### src/shared/met_pkg.sv
// constants shared by the motion error trap and its helper modules
// assumes a single system clock; register map is word aligned on apb
package met_pkg;
    // axis geometry
    localparam int          NUM_AXES       = 4;
    localparam int          AXIS_W         = 16;
    localparam int          AXIS_IDX_W     = 2;
    localparam int          SPEED_W        = 16;
    // error trap mask after reset: only following error trips
    localparam logic [15:0] MASK_RST       = 16'h0100;
    // apb register byte offsets
    localparam logic [11:0] OFS_CTRL       = 12'h000;
    localparam logic [11:0] OFS_MASK       = 12'h004;
    localparam logic [11:0] OFS_FAULT      = 12'h008;
    localparam logic [11:0] OFS_XFER       = 12'h00c;
    localparam logic [11:0] OFS_INT_STAT   = 12'h010;
    localparam logic [11:0] OFS_INT_CLR    = 12'h014;
    localparam logic [11:0] OFS_INT_EN     = 12'h018;
    // control register fields
    localparam int          CTRL_RELAY_BIT = 0;
    localparam int          CTRL_CLEAR_BIT = 1;
    localparam int          CTRL_XCLR_BIT  = 2;
    localparam logic        CTRL_RELAY_RST = 1'b0;
    // fault register fields
    localparam int          FAULT_FLAG_BIT = 0;
    localparam int          FAULT_AXIS_LSB = 4;
    // interrupt bits
    localparam int          INT_W          = 3;
    localparam int          INT_MOTION_BIT = 0;
    localparam int          INT_XFER_BIT   = 1;
    localparam int          INT_RESTART_BIT = 2;
    localparam logic [2:0]  INT_EN_RST     = 3'h0;
    // host transfer checking
    localparam int          CODE_W         = 8;
    localparam int          CNT_W          = 16;
    localparam int          ADDR_W         = 16;
    localparam logic [7:0]  CODE_VAR       = 8'h00;
    localparam logic [7:0]  CODE_TABLE     = 8'h01;
    localparam logic [7:0]  CODE_TABLE3    = 8'h02;
    localparam logic [16:0] VAR_LIMIT      = 17'h00400;
    localparam logic [16:0] TABLE_LIMIT    = 17'h03e80;
    localparam logic [15:0] FMT3_DIV       = 16'h0003;
    localparam logic [2:0]  XFER_SLOTS     = 3'h4;
    // transfer error cause bits, flag is their or
    localparam int          CAUSE_W        = 4;
    localparam int          CAUSE_CODE_BIT = 0;
    localparam int          CAUSE_CNT_BIT  = 1;
    localparam int          CAUSE_RANGE_BIT = 2;
    localparam int          CAUSE_OVF_BIT  = 3;
    localparam int          XFER_CAUSE_LSB = 4;
endpackage

### src/met_axis_trap.sv
// one axis: masked status compare
// assumes status and mask are on the system clock
`timescale 1ns/100ps
module met_axis_trap (
    input  wire logic [met_pkg::AXIS_W-1:0] status_word,
    input  wire logic [met_pkg::AXIS_W-1:0] trap_mask,
    output logic                            trap_hit
);
    assign trap_hit = |(status_word & trap_mask);
endmodule // met_axis_trap

### src/met_trap_top.sv
// motion error trap: axis fault latch, relay, speed clamp, host checks
// assumes apb master on CLK; restart toggle arrives from the backplane
//
// What this block does
// - fault when axis status and mask overlap
// - fault opens drive enable relay by hardware
// - fault sets readable motion fault flag
// - record first faulting axis number
// - faulted relay forces all speed references zero
// - mask resets to bit eight only
// - unsupported transfer control code sets error flag
// - three-word count not multiple of three errors
// - start address plus amount out of range errors
// - transfer buffering overflow sets error flag
// - restart bit toggle reinitialises the unit; the code resets only fault, relay request, mask and transfer causes
`timescale 1ns/100ps
module met_trap_top (
    input  wire logic                                    CLK,
    input  wire logic                                    RST_N,
    input  wire logic                                    CE,
    input  wire logic                                    PSEL,
    input  wire logic                                    PENABLE,
    input  wire logic                                    PWRITE,
    input  wire logic [11:0]                             PADDR,
    input  wire logic [31:0]                             PWDATA,
    output logic      [31:0]                             PRDATA,
    output logic                                         PREADY,
    output logic                                         PSLVERR,
    input  wire logic [met_pkg::NUM_AXES*met_pkg::AXIS_W-1:0] AXIS_STATUS_WORD,
    input  wire logic [met_pkg::NUM_AXES*met_pkg::SPEED_W-1:0] SPEED_REF_IN,
    output logic      [met_pkg::NUM_AXES*met_pkg::SPEED_W-1:0] SPEED_REF_OUT,
    output logic                                         DRIVE_ENABLE_RELAY,
    output logic                                         MOTION_FAULT,
    input  wire logic                                    HOST_XFER_VALID,
    input  wire logic                                    HOST_XFER_WRITE,
    input  wire logic [met_pkg::CODE_W-1:0]              HOST_XFER_CODE,
    input  wire logic [met_pkg::CNT_W-1:0]               HOST_XFER_COUNT,
    input  wire logic [met_pkg::ADDR_W-1:0]              HOST_XFER_ADDR,
    input  wire logic                                    PRG_XFER_REQ,
    input  wire logic                                    XFER_DONE,
    output logic                                         HOST_XFER_ERR,
    input  wire logic                                    HOST_RESTART_TOGGLE,
    output logic                                         IRQ
);
    logic [met_pkg::NUM_AXES-1:0]   axis_hit;
    logic                           any_hit;
    logic [met_pkg::AXIS_IDX_W-1:0] first_axis;
    logic [met_pkg::AXIS_W-1:0]     mask_ff;
    logic [met_pkg::AXIS_W-1:0]     nxt_mask;
    logic                           fault_ff;
    logic                           nxt_fault;
    logic [met_pkg::AXIS_IDX_W-1:0] fault_axis_ff;
    logic [met_pkg::AXIS_IDX_W-1:0] nxt_fault_axis;
    logic                           relay_req_ff;
    logic                           nxt_relay_req;
    logic [met_pkg::INT_W-1:0]      int_stat_ff;
    logic [met_pkg::INT_W-1:0]      nxt_int_stat;
    logic [met_pkg::INT_W-1:0]      int_en_ff;
    logic [met_pkg::INT_W-1:0]      nxt_int_en;
    logic [met_pkg::INT_W-1:0]      int_set;
    logic [met_pkg::INT_W-1:0]      int_clr;
    logic [31:0]                    prdata_ff;
    logic [31:0]                    nxt_prdata;
    logic [met_pkg::NUM_AXES*met_pkg::SPEED_W-1:0] speed_ff;
    logic [met_pkg::NUM_AXES*met_pkg::SPEED_W-1:0] nxt_speed;
    logic                           rst_sync1_ff;
    logic                           rst_sync2_ff;
    logic                           rst_prev_ff;
    logic                           restart;
    logic                           wr_acc;
    logic                           rd_setup;
    logic                           mapped;
    logic                           writable;
    logic                           sw_clear;
    logic                           xfer_clear;
    logic                           xfer_event;
    logic [met_pkg::CAUSE_W-1:0]    xfer_cause;
    logic [2:0]                     xfer_pending;

    // per-axis compare
    genvar g;
    generate
        for (g = 0; g < met_pkg::NUM_AXES; g++) begin : g_axis
            met_axis_trap u_trap (
                .status_word (AXIS_STATUS_WORD[g*met_pkg::AXIS_W +: met_pkg::AXIS_W]),
                .trap_mask   (mask_ff),
                .trap_hit    (axis_hit[g])
            );
        end
    endgenerate

    // lowest index wins when several axes trip together
    always_comb begin
        first_axis = '0;
        for (int i = met_pkg::NUM_AXES - 1; i >= 0; i--) begin
            if (axis_hit[i]) begin
                first_axis = met_pkg::AXIS_IDX_W'(i);
            end
        end
        any_hit = |axis_hit;
    end

    // restart toggle from the host backplane, two-stage sync
    always_ff @(posedge CLK or negedge RST_N) begin
        if (!RST_N) begin
            rst_sync1_ff <= 1'b0;
            rst_sync2_ff <= 1'b0;
            rst_prev_ff  <= 1'b0;
        end else if (CE) begin
            rst_sync1_ff <= HOST_RESTART_TOGGLE;
            rst_sync2_ff <= rst_sync1_ff;
            rst_prev_ff  <= rst_sync2_ff;
        end
    end

    // either toggle edge counts; host may leave it high
    assign restart = rst_sync2_ff ^ rst_prev_ff;

    // apb decode, zero wait states
    assign wr_acc   = PSEL && PENABLE && PWRITE;
    assign rd_setup = PSEL && !PENABLE && !PWRITE;
    assign PREADY   = 1'b1;
    assign PRDATA   = prdata_ff;

    always_comb begin
        case (PADDR)
            met_pkg::OFS_CTRL,
            met_pkg::OFS_MASK,
            met_pkg::OFS_INT_CLR,
            met_pkg::OFS_INT_EN: begin
                mapped   = 1'b1;
                writable = 1'b1;
            end
            met_pkg::OFS_FAULT,
            met_pkg::OFS_XFER,
            met_pkg::OFS_INT_STAT: begin
                mapped   = 1'b1;
                writable = 1'b0;
            end
            default: begin
                mapped   = 1'b0;
                writable = 1'b0;
            end
        endcase
    end

    // unmapped address or write to a read-only word
    assign PSLVERR = PSEL && PENABLE && (!mapped || (PWRITE && !writable));

    assign sw_clear   = wr_acc && (PADDR == met_pkg::OFS_CTRL)
                        && PWDATA[met_pkg::CTRL_CLEAR_BIT];
    assign xfer_clear = restart || (wr_acc && (PADDR == met_pkg::OFS_CTRL)
                        && PWDATA[met_pkg::CTRL_XCLR_BIT]);

    // read data captured in setup, stable in access
    always_comb begin
        nxt_prdata = prdata_ff;
        if (rd_setup) begin
            nxt_prdata = 32'h0000_0000;
            case (PADDR)
                met_pkg::OFS_CTRL: begin
                    nxt_prdata[met_pkg::CTRL_RELAY_BIT] = relay_req_ff;
                end
                met_pkg::OFS_MASK: begin
                    nxt_prdata[met_pkg::AXIS_W-1:0] = mask_ff;
                end
                met_pkg::OFS_FAULT: begin
                    nxt_prdata[met_pkg::FAULT_FLAG_BIT] = fault_ff;
                    nxt_prdata[met_pkg::FAULT_AXIS_LSB +: met_pkg::AXIS_IDX_W] =
                        fault_axis_ff;
                end
                met_pkg::OFS_XFER: begin
                    nxt_prdata[0] = |xfer_cause;
                    nxt_prdata[met_pkg::XFER_CAUSE_LSB +: met_pkg::CAUSE_W] = xfer_cause;
                end
                met_pkg::OFS_INT_STAT: begin
                    nxt_prdata[met_pkg::INT_W-1:0] = int_stat_ff;
                end
                met_pkg::OFS_INT_EN: begin
                    nxt_prdata[met_pkg::INT_W-1:0] = int_en_ff;
                end
                default: begin
                    nxt_prdata = 32'h0000_0000;
                end
            endcase
        end
    end

    // fault latch, relay request and mask
    always_comb begin
        nxt_fault      = fault_ff;
        nxt_fault_axis = fault_axis_ff;
        nxt_relay_req  = relay_req_ff;
        nxt_mask       = mask_ff;
        if (wr_acc && (PADDR == met_pkg::OFS_CTRL)) begin
            nxt_relay_req = PWDATA[met_pkg::CTRL_RELAY_BIT];
        end
        if (wr_acc && (PADDR == met_pkg::OFS_MASK)) begin
            nxt_mask = PWDATA[met_pkg::AXIS_W-1:0];
        end
        if (sw_clear) begin
            nxt_fault = 1'b0;
        end
        if (restart) begin
            nxt_fault     = 1'b0;
            nxt_relay_req = met_pkg::CTRL_RELAY_RST;
            nxt_mask      = met_pkg::MASK_RST;
        end
        // a trip beats a clear; first axis is kept
        if (any_hit && !fault_ff) begin
            nxt_fault      = 1'b1;
            nxt_fault_axis = first_axis;
        end else if (any_hit) begin
            nxt_fault = 1'b1;
        end
    end

    // relay drops in hardware, no software in the path
    assign DRIVE_ENABLE_RELAY = relay_req_ff && !fault_ff;
    assign MOTION_FAULT       = fault_ff;

    // registered so the clamp is glitch free
    always_comb begin
        if (fault_ff) begin
            nxt_speed = '0;
        end else begin
            nxt_speed = SPEED_REF_IN;
        end
    end
    assign SPEED_REF_OUT = speed_ff;

    met_xfer_check u_xfer (
        .clk        (CLK),
        .rst_n      (RST_N),
        .ce         (CE),
        .req_valid  (HOST_XFER_VALID),
        .req_code   (HOST_XFER_CODE),
        .req_count  (HOST_XFER_COUNT),
        .req_addr   (HOST_XFER_ADDR),
        .prg_req    (PRG_XFER_REQ),
        .xfer_done  (XFER_DONE),
        .clear      (xfer_clear),
        .err_event  (xfer_event),
        .cause_ff   (xfer_cause),
        .pending_ff (xfer_pending)
    );

    // read and write transfers are checked alike
    assign HOST_XFER_ERR = |xfer_cause;

    // interrupt status: set wins over clear
    always_comb begin
        int_set = '0;
        int_set[met_pkg::INT_MOTION_BIT]  = any_hit && !fault_ff;
        int_set[met_pkg::INT_XFER_BIT]    = xfer_event;
        int_set[met_pkg::INT_RESTART_BIT] = restart;
        int_clr = '0;
        if (wr_acc && (PADDR == met_pkg::OFS_INT_CLR)) begin
            int_clr = PWDATA[met_pkg::INT_W-1:0];
        end
        nxt_int_stat = (int_stat_ff & ~int_clr) | int_set;
        nxt_int_en   = int_en_ff;
        if (wr_acc && (PADDR == met_pkg::OFS_INT_EN)) begin
            nxt_int_en = PWDATA[met_pkg::INT_W-1:0];
        end
    end
    assign IRQ = |(int_stat_ff & int_en_ff);

    always_ff @(posedge CLK or negedge RST_N) begin
        if (!RST_N) begin
            mask_ff       <= met_pkg::MASK_RST;
            fault_ff      <= 1'b0;
            fault_axis_ff <= '0;
            relay_req_ff  <= met_pkg::CTRL_RELAY_RST;
            int_stat_ff   <= '0;
            int_en_ff     <= met_pkg::INT_EN_RST;
            prdata_ff     <= 32'h0000_0000;
            speed_ff      <= '0;
        end else if (CE) begin
            mask_ff       <= nxt_mask;
            fault_ff      <= nxt_fault;
            fault_axis_ff <= nxt_fault_axis;
            relay_req_ff  <= nxt_relay_req;
            int_stat_ff   <= nxt_int_stat;
            int_en_ff     <= nxt_int_en;
            prdata_ff     <= nxt_prdata;
            speed_ff      <= nxt_speed;
        end
    end
endmodule // met_trap_top

### src/met_xfer_check.sv
// host block transfer checker with sticky cause bits
// assumes request strobes are one-cycle pulses on the system clock
`timescale 1ns/100ps
module met_xfer_check (
    input  wire logic                             clk,
    input  wire logic                             rst_n,
    input  wire logic                             ce,
    input  wire logic                             req_valid,
    input  wire logic [met_pkg::CODE_W-1:0]       req_code,
    input  wire logic [met_pkg::CNT_W-1:0]        req_count,
    input  wire logic [met_pkg::ADDR_W-1:0]       req_addr,
    input  wire logic                             prg_req,
    input  wire logic                             xfer_done,
    input  wire logic                             clear,
    output logic                                  err_event,
    output logic [met_pkg::CAUSE_W-1:0]           cause_ff,
    output logic [2:0]                            pending_ff
);
    logic [met_pkg::CAUSE_W-1:0] nxt_cause;
    logic [met_pkg::CAUSE_W-1:0] hit;
    logic [2:0]                  nxt_pending;
    logic [3:0]                  sum;
    logic [16:0]                 span;

    always_comb begin
        hit  = '0;
        span = 17'(req_addr) + 17'(req_count);
        sum  = 4'(pending_ff) + 4'(req_valid) + 4'(prg_req);
        if (xfer_done && (sum != 4'h0)) begin
            sum = sum - 4'h1;
        end
        if (req_valid) begin
            if ((req_code != met_pkg::CODE_VAR) && (req_code != met_pkg::CODE_TABLE)
                && (req_code != met_pkg::CODE_TABLE3)) begin
                hit[met_pkg::CAUSE_CODE_BIT] = 1'b1;
            end
            if ((req_code == met_pkg::CODE_TABLE3)
                && ((req_count % met_pkg::FMT3_DIV) != 16'h0000)) begin
                hit[met_pkg::CAUSE_CNT_BIT] = 1'b1;
            end
            if ((req_code == met_pkg::CODE_VAR) && (span > met_pkg::VAR_LIMIT)) begin
                hit[met_pkg::CAUSE_RANGE_BIT] = 1'b1;
            end
            if ((req_code != met_pkg::CODE_VAR) && (span > met_pkg::TABLE_LIMIT)) begin
                hit[met_pkg::CAUSE_RANGE_BIT] = 1'b1;
            end
        end
        // excess requests beyond the slots are dropped, not queued
        if (sum > 4'(met_pkg::XFER_SLOTS)) begin
            hit[met_pkg::CAUSE_OVF_BIT] = 1'b1;
            nxt_pending = met_pkg::XFER_SLOTS;
        end else begin
            nxt_pending = sum[2:0];
        end
        // set wins over clear
        nxt_cause = (clear ? '0 : cause_ff) | hit;
        err_event = |hit;
    end

    always_ff @(posedge clk or negedge rst_n) begin
        if (!rst_n) begin
            cause_ff   <= '0;
            pending_ff <= 3'h0;
        end else if (ce) begin
            cause_ff   <= nxt_cause;
            pending_ff <= nxt_pending;
        end
    end
endmodule // met_xfer_check
### config.mk
export PLATFORM = sky130hd
export DESIGN_NAME = met_trap_top
export DESIGN_NICKNAME = d
export VERILOG_FILES = /design/src/shared/met_pkg.sv /design/src/met_axis_trap.sv /design/src/met_trap_top.sv /design/src/met_xfer_check.sv
export SDC_FILE = /design/constraint.sdc
export NUM_CORES = 1
export LEC_CHECK = 0
export ABC_AREA = 1
export BUFFER_PORTS_ARGS = -buffer_cell sky130_fd_sc_hd__buf_2
export CORE_AREA = 2 2 128 130
export DETAILED_ROUTE_END_ITERATION = 10
export DIE_AREA = 0 0 130 132
export PLACE_DENSITY = 0.83
export SLEW_MARGIN = 30
export SYNTH_ARGS = -nofsm -noshare
export SYNTH_HDL_FRONTEND = slang
export SYNTH_HIERARCHICAL = 1
export SYNTH_SLANG_ARGS = --single-unit
### constraint.sdc
create_clock -name CLK -period 7.6 [get_ports CLK]
set_input_delay 0.38 -clock CLK [delete_from_list [all_inputs] [get_ports CLK]]
set_output_delay 0.38 -clock CLK [all_outputs]
set_load 0.005 [all_outputs]
==> results of run 1 <==
==> power by group through the flow <==
stage / Sequential, W / Clock, W / Combinational, W
finish: 0.000711 / 0.000834 / 0.000485
global route: 0.000717 / 0.000884 / 0.000550
CTS: 0.000710 / 0.000852 / 0.000487
detailed placement: 0.000720 / 0 / 0.000484
global placement: 0.000717 / 0 / 0.000467
floorplan: 0.000714 / 0 / 0.000323
==> repair_timing <==
item / CTS / global route
hold endpoints to repair: 44 / 0
hold buffers: 1 / 0
endpoints found under the setup margin: 0 / 0
gates resized for setup: 0 / 0
==> flip-flops by register name (all words and copies together) (netlist names) <==
| signal | count |
|---|---|
| u_xfer/pending_ff | 3 |
| int_stat_ff | 3 |
| rst_prev_ff | 1 |
| relay_req_ff | 1 |
| fault_axis_ff | 2 |
| mask_ff | 16 |
| u_xfer/cause_ff | 4 |
| MOTION_FAULT | 1 |
| int_en_ff | 3 |
| SPEED_REF_OUT | 64 |
| rst_sync2_ff | 1 |
| rst_sync1_ff | 1 |
| PRDATA | 16 |
==> cell usage after synthesis, types with 16 or more instances <==
| cell type | count |
|---|---|
| dfrtp_1 | 115 |
| o21ai_0 | 16 |
| a21oi_1 | 25 |
| a22o_1 | 66 |
| nor2_1 | 46 |
| nand2_1 | 262 |
| o31ai_1 | 16 |
| buf_4 | 18 |
| ha_1 | 20 |
| nand2_2 | 16 |
| nand3_1 | 45 |
| inv_1 | 109 |
==> routing by layer <==
layer,part of all wire [%],wire (um)
met3,7.1,1480
met1,40,8470
met2,49,10300
met4,3.0,635
met5,0.033,7
==> cells by family (layout without fill, tap and decap cells) <==
group / after synthesis / after routing
xor+xnor: 17 / 17
other cells: 2 / 19
fa+ha+maj: 22 / 22
simple gates: 418 / 418
buf+inv: 150 / 439
flops: 116 / 116
compound gates: 161 / 161
==> cell type report <==
class	count	area share, %
multi-input cells	635	38.7
flip-flops and latches	116	31.2
repair buffers	293	15.9
inverters	114	4.62
clock buffers	17	4.56
well taps	216	2.90
clock inverters	15	2.09
diodes	2	0.0537
==> metrics by stage <==
| step | cells | cell area (um2) | total power, W | utilization, % | setup WS [ns] |
|---|---|---|---|---|---|
| 3_3_place_gp | 1373 | 8680 | 0.00118 | 55.2 | 2.48 |
| 5_1_grt | 1407 | 9320 | 0.00215 | 59.3 | 2.11 |
| 4_1_cts | 1406 | 9310 | 0.00205 | 59.3 | 2.68 |
| 2_1_floorplan | 901 | 7190 | 0.00104 | - | 2.89 |
| 3_5_place_dp | 1373 | 8680 | 0.00120 | 55.2 | 2.25 |
| 6_report | 1408 | 9320 | 0.00203 | 59.3 | 2.63 |
==> how the worst max path moves through the flow <==
stage                         from              to  slack (ns)  depth (start not counted)
3_3_place_gp   HOST_XFER_COUNT[14]  int_stat_ff[1]        2.48                         45
2_1_floorplan  HOST_XFER_COUNT[14]  int_stat_ff[1]        2.89                         44
4_1_cts        HOST_XFER_COUNT[14]  int_stat_ff[1]        2.68                         45
5_1_grt        HOST_XFER_COUNT[14]  int_stat_ff[1]        2.11                         45
6_report       HOST_XFER_COUNT[14]  int_stat_ff[1]        2.63                         45
3_5_place_dp   HOST_XFER_COUNT[14]  int_stat_ff[1]        2.25                         45
==> cells in the final DEF (no fill, tap or decap), drive strengths merged, types with 6 or more instances in the layout <==
master    n
a21oi    26
buf     292
o21bai    7
clkbuf   17
inv     119
conb     17
nand3    58
nor2     53
xor2     14
nor3      6
ha       20
dfrtp   115
o21ai    42
nand2   281
nand4    13
o31ai    16
a22o     66
clkinv    6
==> worst reg2reg max path, stage by stage, from the launching register on <==
cell     delay, ns
dfrtp_1       0.39
fa_1          0.41
ha_1          0.30
inv_1         0.09
ha_1          0.17
nand3_1       0.07
nand2_1       0.09
inv_1         0.08
o21ai_0       0.25
nand2_1       0.09
nand2_1       0.06
nand2_1       0.11
a31oi_1       0.23
nand3_2       0.12
a22o_1        0.22
==> impl_metrics.csv, run 1 <==
group,metric,value,unit
setup_path,crit_required,7.90,ns
grt,grt_pass1_vias,6825,
synth,netlist_area,7130,um2
timing,clock_skew,0.00613,ns
final_layout,fill_cells,1411,
timing,min_period_over_period,65.4,%
synth,yosysWarnings,6,
synth,synth_top_cell_area_share,40.4,%
synth,netlist_top_cells_area,"dfrtp_1, nand2_1, a22o_1",
route,post-route-drc-count,0,
setup_path,path_max_fanout,7,
die,ios,325,
clock_network,cts_root_buffer,"clkbuf_16",
setup_path,path_common_cell,"nand2_1",
grt,use_met1,28.9,%
synth,synth_top_family_by_area,"simple AND/OR/NAND/NOR gates",
setup_path,crit_path_start_kind,"input port",
setup_path,r2r-end,"int_stat_ff[1]",
pwr,leakage,5.26,nW
route,drtAntennaViolNets,0,
timing,slew_violations,0,
synth,synth.largest_area_cell,"dfrtp_1",
pwr,vdd_drop_max,0.000166,V
setup_path,cpLargestDelayFamily,"simple AND/OR/NAND/NOR gates",
synth,synth-edff-count,0,
grt,grt_util_all_layers,24.2,%
route,vias,7122,
final_layout,multi_input_area,3610,um2
final_layout,drive_gt1_share,32.8,%
die,rows,46,
synth,syn_inst,886,
timing,relSlewSlack,51.0,%
pwr,p_per_area,218,nW/um2
grt,overflow,0,
pwr,power_frac_clock,41.1,%
hold_path,min_path_type,"input port to flop",
final_layout,fin_nets,1422,
setup_path,slowest_delay,0.29,ns
timing,post-route-min-period,4.97,ns
route,dr.pass1.iters,5,
grt,grtUsageMet2,40.9,%
clock_network,cts_max_path_buffers,2,
synth,syn_avg_cell_area,8.05,um2
grt,antenna_found_initial,3,
setup_path,cp.arrival,5.27,ns
route,avgViaCountPerCell,5.06,
die,initial_core_util,45.4,%
synth,ys_seq_area_share,40.7,%
setup_path,reg2regPathDepth,14,
die,core_area,15700,um2
synth,synth-xor-area-share,2.19,%
synth,ys.flop_type,"dfrtp_1",
timing,worst_slew_pin_slew,0.735,ns
flow_run,drv_cap,0,
setup_path,endpoint_kind,"flop",
die,fp.dieH,132,um
grt,grt_max_degree,72,
clock_network,numCtsBuffers,17,
synth,synth_seq_cells,116,
place,port_buffers,290,
place,place_hpwl,16200,um
pwr,internal-power,0.00140,W
timing,whs,0.177,ns
pwr,comb_power_share,23.9,%
pwr,p_seq_share,35.0,%
outcome,status,"finished, final reports clean",
hold_path,worstHoldEndpoint,"SPEED_REF_OUT[38]",
route,dr.first_iter.drc_count,387,
synth,synth.area.mux_share,0,%
timing,setup-violations-final,0,
die,fp.dieArea,17200,um2
route,routed_wirelength,20900,um
grt,grt_use_met3,6.49,%
synth,yosys.area_share.simple,26.7,%
hold_path,whs_path_depth,2,
synth,synth_fa_ha_area_share,4.07,%
grt,grt.busiest_layer,"met2",
synth,synth-compound-area-share,16.8,%
synth,ys_async_sr_fraction,100,%
final_layout,seq_area,2900,um2
die,die_x,130,um
setup_path,slowest_stage,"or2_2",
clock_network,htree_levels,4,
clock_network,post_cts.repair.setup_buffers,0,
synth,yosys.cell_types.count,49,
timing,grt_setup_unrepaired,"false",
pwr,switching_power,0.000634,W
timing,max_freq,201,MHz
clock_network,clk_pin_slew,0.06,ns
setup_path,crit_type,"input port to flop",
final_layout,layout-area-overhead-vs-synth,30.7,%
setup_path,timing.rr.start,"u_xfer/pending_ff[0]",
place,place_congestion,0.926,
setup_path,r2r_slack,4.81,ns
grt,grt_first_pass_wirelength,32900,um
setup_path,crit_buf_inv,5,
clock_network,cts_tree,"built",
timing,hold_violations,0,
pwr,p_sw_share,31.2,%
clock_network,clk_latency,0.41,ns
clock_network,cts.sink_count,116,
route,wire_per_inst,14.9,um
timing,tns,0,ns
hold_path,hp-start,"SPEED_REF_IN[38]",
Note: power is estimated with default switching activity, not from simulation.
==> inputs of run 2 (changes only) <==
- ABC_AREA: 1 -> 0
- CORE_AREA: 2 2 128 130 -> unset
- CORE_ASPECT_RATIO: unset -> 0.75
- CORE_UTILIZATION: unset -> 44
- DIE_AREA: 0 0 130 132 -> unset
- PLACE_DENSITY: 0.83 -> 0.82
- clock period: 7.6 -> 4.3 ns (I/O delays scaled with it)
==> impl_metrics.csv, run 2 <==
group,metric,value,unit
place,dp.cells,1364,
setup_path,crit_required,4.58,ns
clock_network,cts_max_path_buffers,2,
timing,slew_violations,0,
die,rows,41,
timing,post-route-min-period,4.41,ns
setup_path,crit_type,"input port to flop",
final_layout,fin_nets,1398,
die,fp.dieH,117,um
timing,relSlewSlack,38.8,%
grt,grt_util_all_layers,24.0,%
grt,grt_pass1_vias,6996,
final_layout,fill_cells,1394,
synth,synth.largest_area_cell,"dfrtp_1",
flow_run,drv_cap,0,
route,dr.first_iter.drc_count,610,
die,ios,325,
synth,yosysWarnings,6,
grt,overflow,0,
clock_network,cts_root_buffer,"clkbuf_16",
grt,grtUsageMet2,41.4,%
timing,hold_violations,0,
pwr,leakage,5.01,nW
die,core_area,17000,um2
grt,antenna_found_initial,0,
route,vias,7606,
setup_path,crit_path_start_kind,"input port",
hold_path,min_path_type,"input port to flop",
place,place_congestion,0.940,
grt,grt_use_met3,5.23,%
timing,setup_slack,-0.112,ns
setup_path,cp.arrival,4.69,ns
die,initial_core_util,45.4,%
timing,max_freq,227,MHz
setup_path,path_max_fanout,5,
synth,yosys.cell_types.count,81,
timing,whs,0.0251,ns
outcome,violations,"setup timing",
timing,grt_setup_unrepaired,"true",
final_layout,largest_reg_flops,64,
timing,worst_slew_pin_slew,0.918,ns
clock_network,htree_levels,4,
final_layout,instances_no_fill,1402,
synth,ys.flop_type,"dfrtp_1",
grt,grt.busiest_layer,"met2",
timing,setup-violations-final,1,
route,dr.pass1.iters,5,
clock_network,cts_tree,"built",
outcome,status,"finished with violations",
synth,ys_async_sr_fraction,100,%
synth,netlist_top_cells_area,"dfrtp_1, nand3b_1, o21ai_0",
final_layout,drive_gt1_share,36.3,%
synth,post-synth-top-count-cell,"dfrtp_1",
synth,synth_top_cell_area_share,37.3,%
final_layout,diodes,0,
synth,syn_inst,851,
place,port_buffers,290,
synth,netlist_area,7710,um2
route,post-route-drc-count,0,
route,routed_wirelength,22600,um
pwr,vdd_drop_max,0.000238,V
clock_network,clk_pin_slew,0.06,ns
synth,ys_seq_area_share,37.7,%
clock_network,cts.sink_count,116,
final_layout,finish.utilization,60.5,%
timing,tns,-0.112,ns
setup_path,endpoint_kind,"flop",
synth,synth_common_cells,"dfrtp_1, o21ai_0, inv_1",
grt,use_met1,29.6,%
die,die_x,155,um
clock_network,numCtsBuffers,17,
clock_network,clk_latency,0.41,ns
timing,clock_skew,0.0102,ns
place,place_hpwl,17000,um
synth,synth_seq_cells,116,
timing,min_period_over_period,103,%
final_layout,layout-area-overhead-vs-synth,33.2,%
synth,synth-edff-count,0,
final_layout,final_common_cell,"buf_2",
pwr,finalPower,0.00381,W
route,wire_per_inst,16.1,um
grt,grt_first_pass_wirelength,34300,um
die,fp.dieArea,18100,um2
grt,grt_max_degree,112,
final_layout,layout_common_cells,"buf_2, dfrtp_1, o21ai_0, inv_1, nand3b_1",
route,avgViaCountPerCell,5.43,
synth,syn_avg_cell_area,9.06,um2
route,drtAntennaViolNets,0,
pwr,p_per_area,371,nW/um2
run 2: path summary, 6_finish.rpt:
kind	startpoint	cells past startpoint	to	slack, ns
max in group asynchronous	RST_N	3	SPEED_REF_OUT[42]	3.02
max	HOST_XFER_COUNT[11]	24	int_stat_ff[1]	-0.11
max reg2reg	u_xfer/pending_ff[0]	11	int_stat_ff[1]	1.33
min	PWDATA[4]	2	mask_ff[4]	0.03
min in group asynchronous	RST_N	2	mask_ff[12]	0.35
min reg2reg	PRDATA[0]	2	PRDATA[0]	0.48
run 2: logic make-up (layout without fill, tap and decap cells):
kind of cell               after synthesis  count (layout)  synth area share, %
other                                    2              17               0.0974
buffers and inverters                  153             453                 8.89
xor gates and xnor gates                16              16                 1.82
muxes                                   22              22                 3.07
and+or+nand+nor                        254             254                 19.7
DFF                                    116             116                 37.7
adders and majority gates               22              22                 3.76
AOI/OAI and AO/OA                      266             266                 25.0
run 2: worst max-delay path: stages:
cell      delay [ns]
buf_6           0.10
or4b_4          0.54
mux2i_2         0.19
o22a_1          0.18
or2_4           0.19
a22oi_4         0.10
a22o_4          0.28
nand3_4         0.07
mux2_4          0.29
a221o_1         0.35
a21bo_2         0.23
ha_4            0.18
clkinv_4        0.05
nand3_4         0.05
mux2i_1         0.18
ha_2            0.22
buf_6           0.11
nor2_4          0.03
o211ai_1        0.16
nand4b_1        0.14
a211o_1         0.33
a2111o_1        0.41
nand2_1         0.06
nand2_1         0.05
run 2: timing repair:
action	in CTS	in global routing
hold endpoints to repair	43	0
gates resized for setup	5	18
setup endpoints to repair	1	2
pin swaps	6	13
hold buffers	1	0
setup buffers	2	4
run 2: layout make-up:
cell class	instances	area, um2	share of cell area [%]
multi-input combinational	597	4310	41.9
sequential	116	2900	28.3
timing repair buffer	329	1790	17.4
clock buffer	18	429	4.18
inverter	92	350	3.41
clock inverter	14	201	1.96
tap	236	295	2.87
run 2: metrics by stage:
step	worst slack (ns)	instance area, um2
finish	-0.112	10300
global route	-0.330	10300
CTS	-0.0779	10200
detailed placement	-0.550	9510
global placement	-0.369	9510
floorplan	-0.386	7870
run 2: where the power goes:
| part | switching (W) | internal, W | total (W) |
|---|---|---|---|
| clock network | 0.000525 | 0.000977 | 0.00150 |
| registers | 0.0000636 | 0.00120 | 0.00126 |
| logic | 0.000559 | 0.000486 | 0.00105 |
| total | 0.00115 | 0.00266 | 0.00381 |
run 2: per-layer routing:
metal,up-vias,share of wire [%]
li1,3668,-
met1,3545,41
met2,352,49
met3,41,7.1
met4,0,2.9
met5,-,0
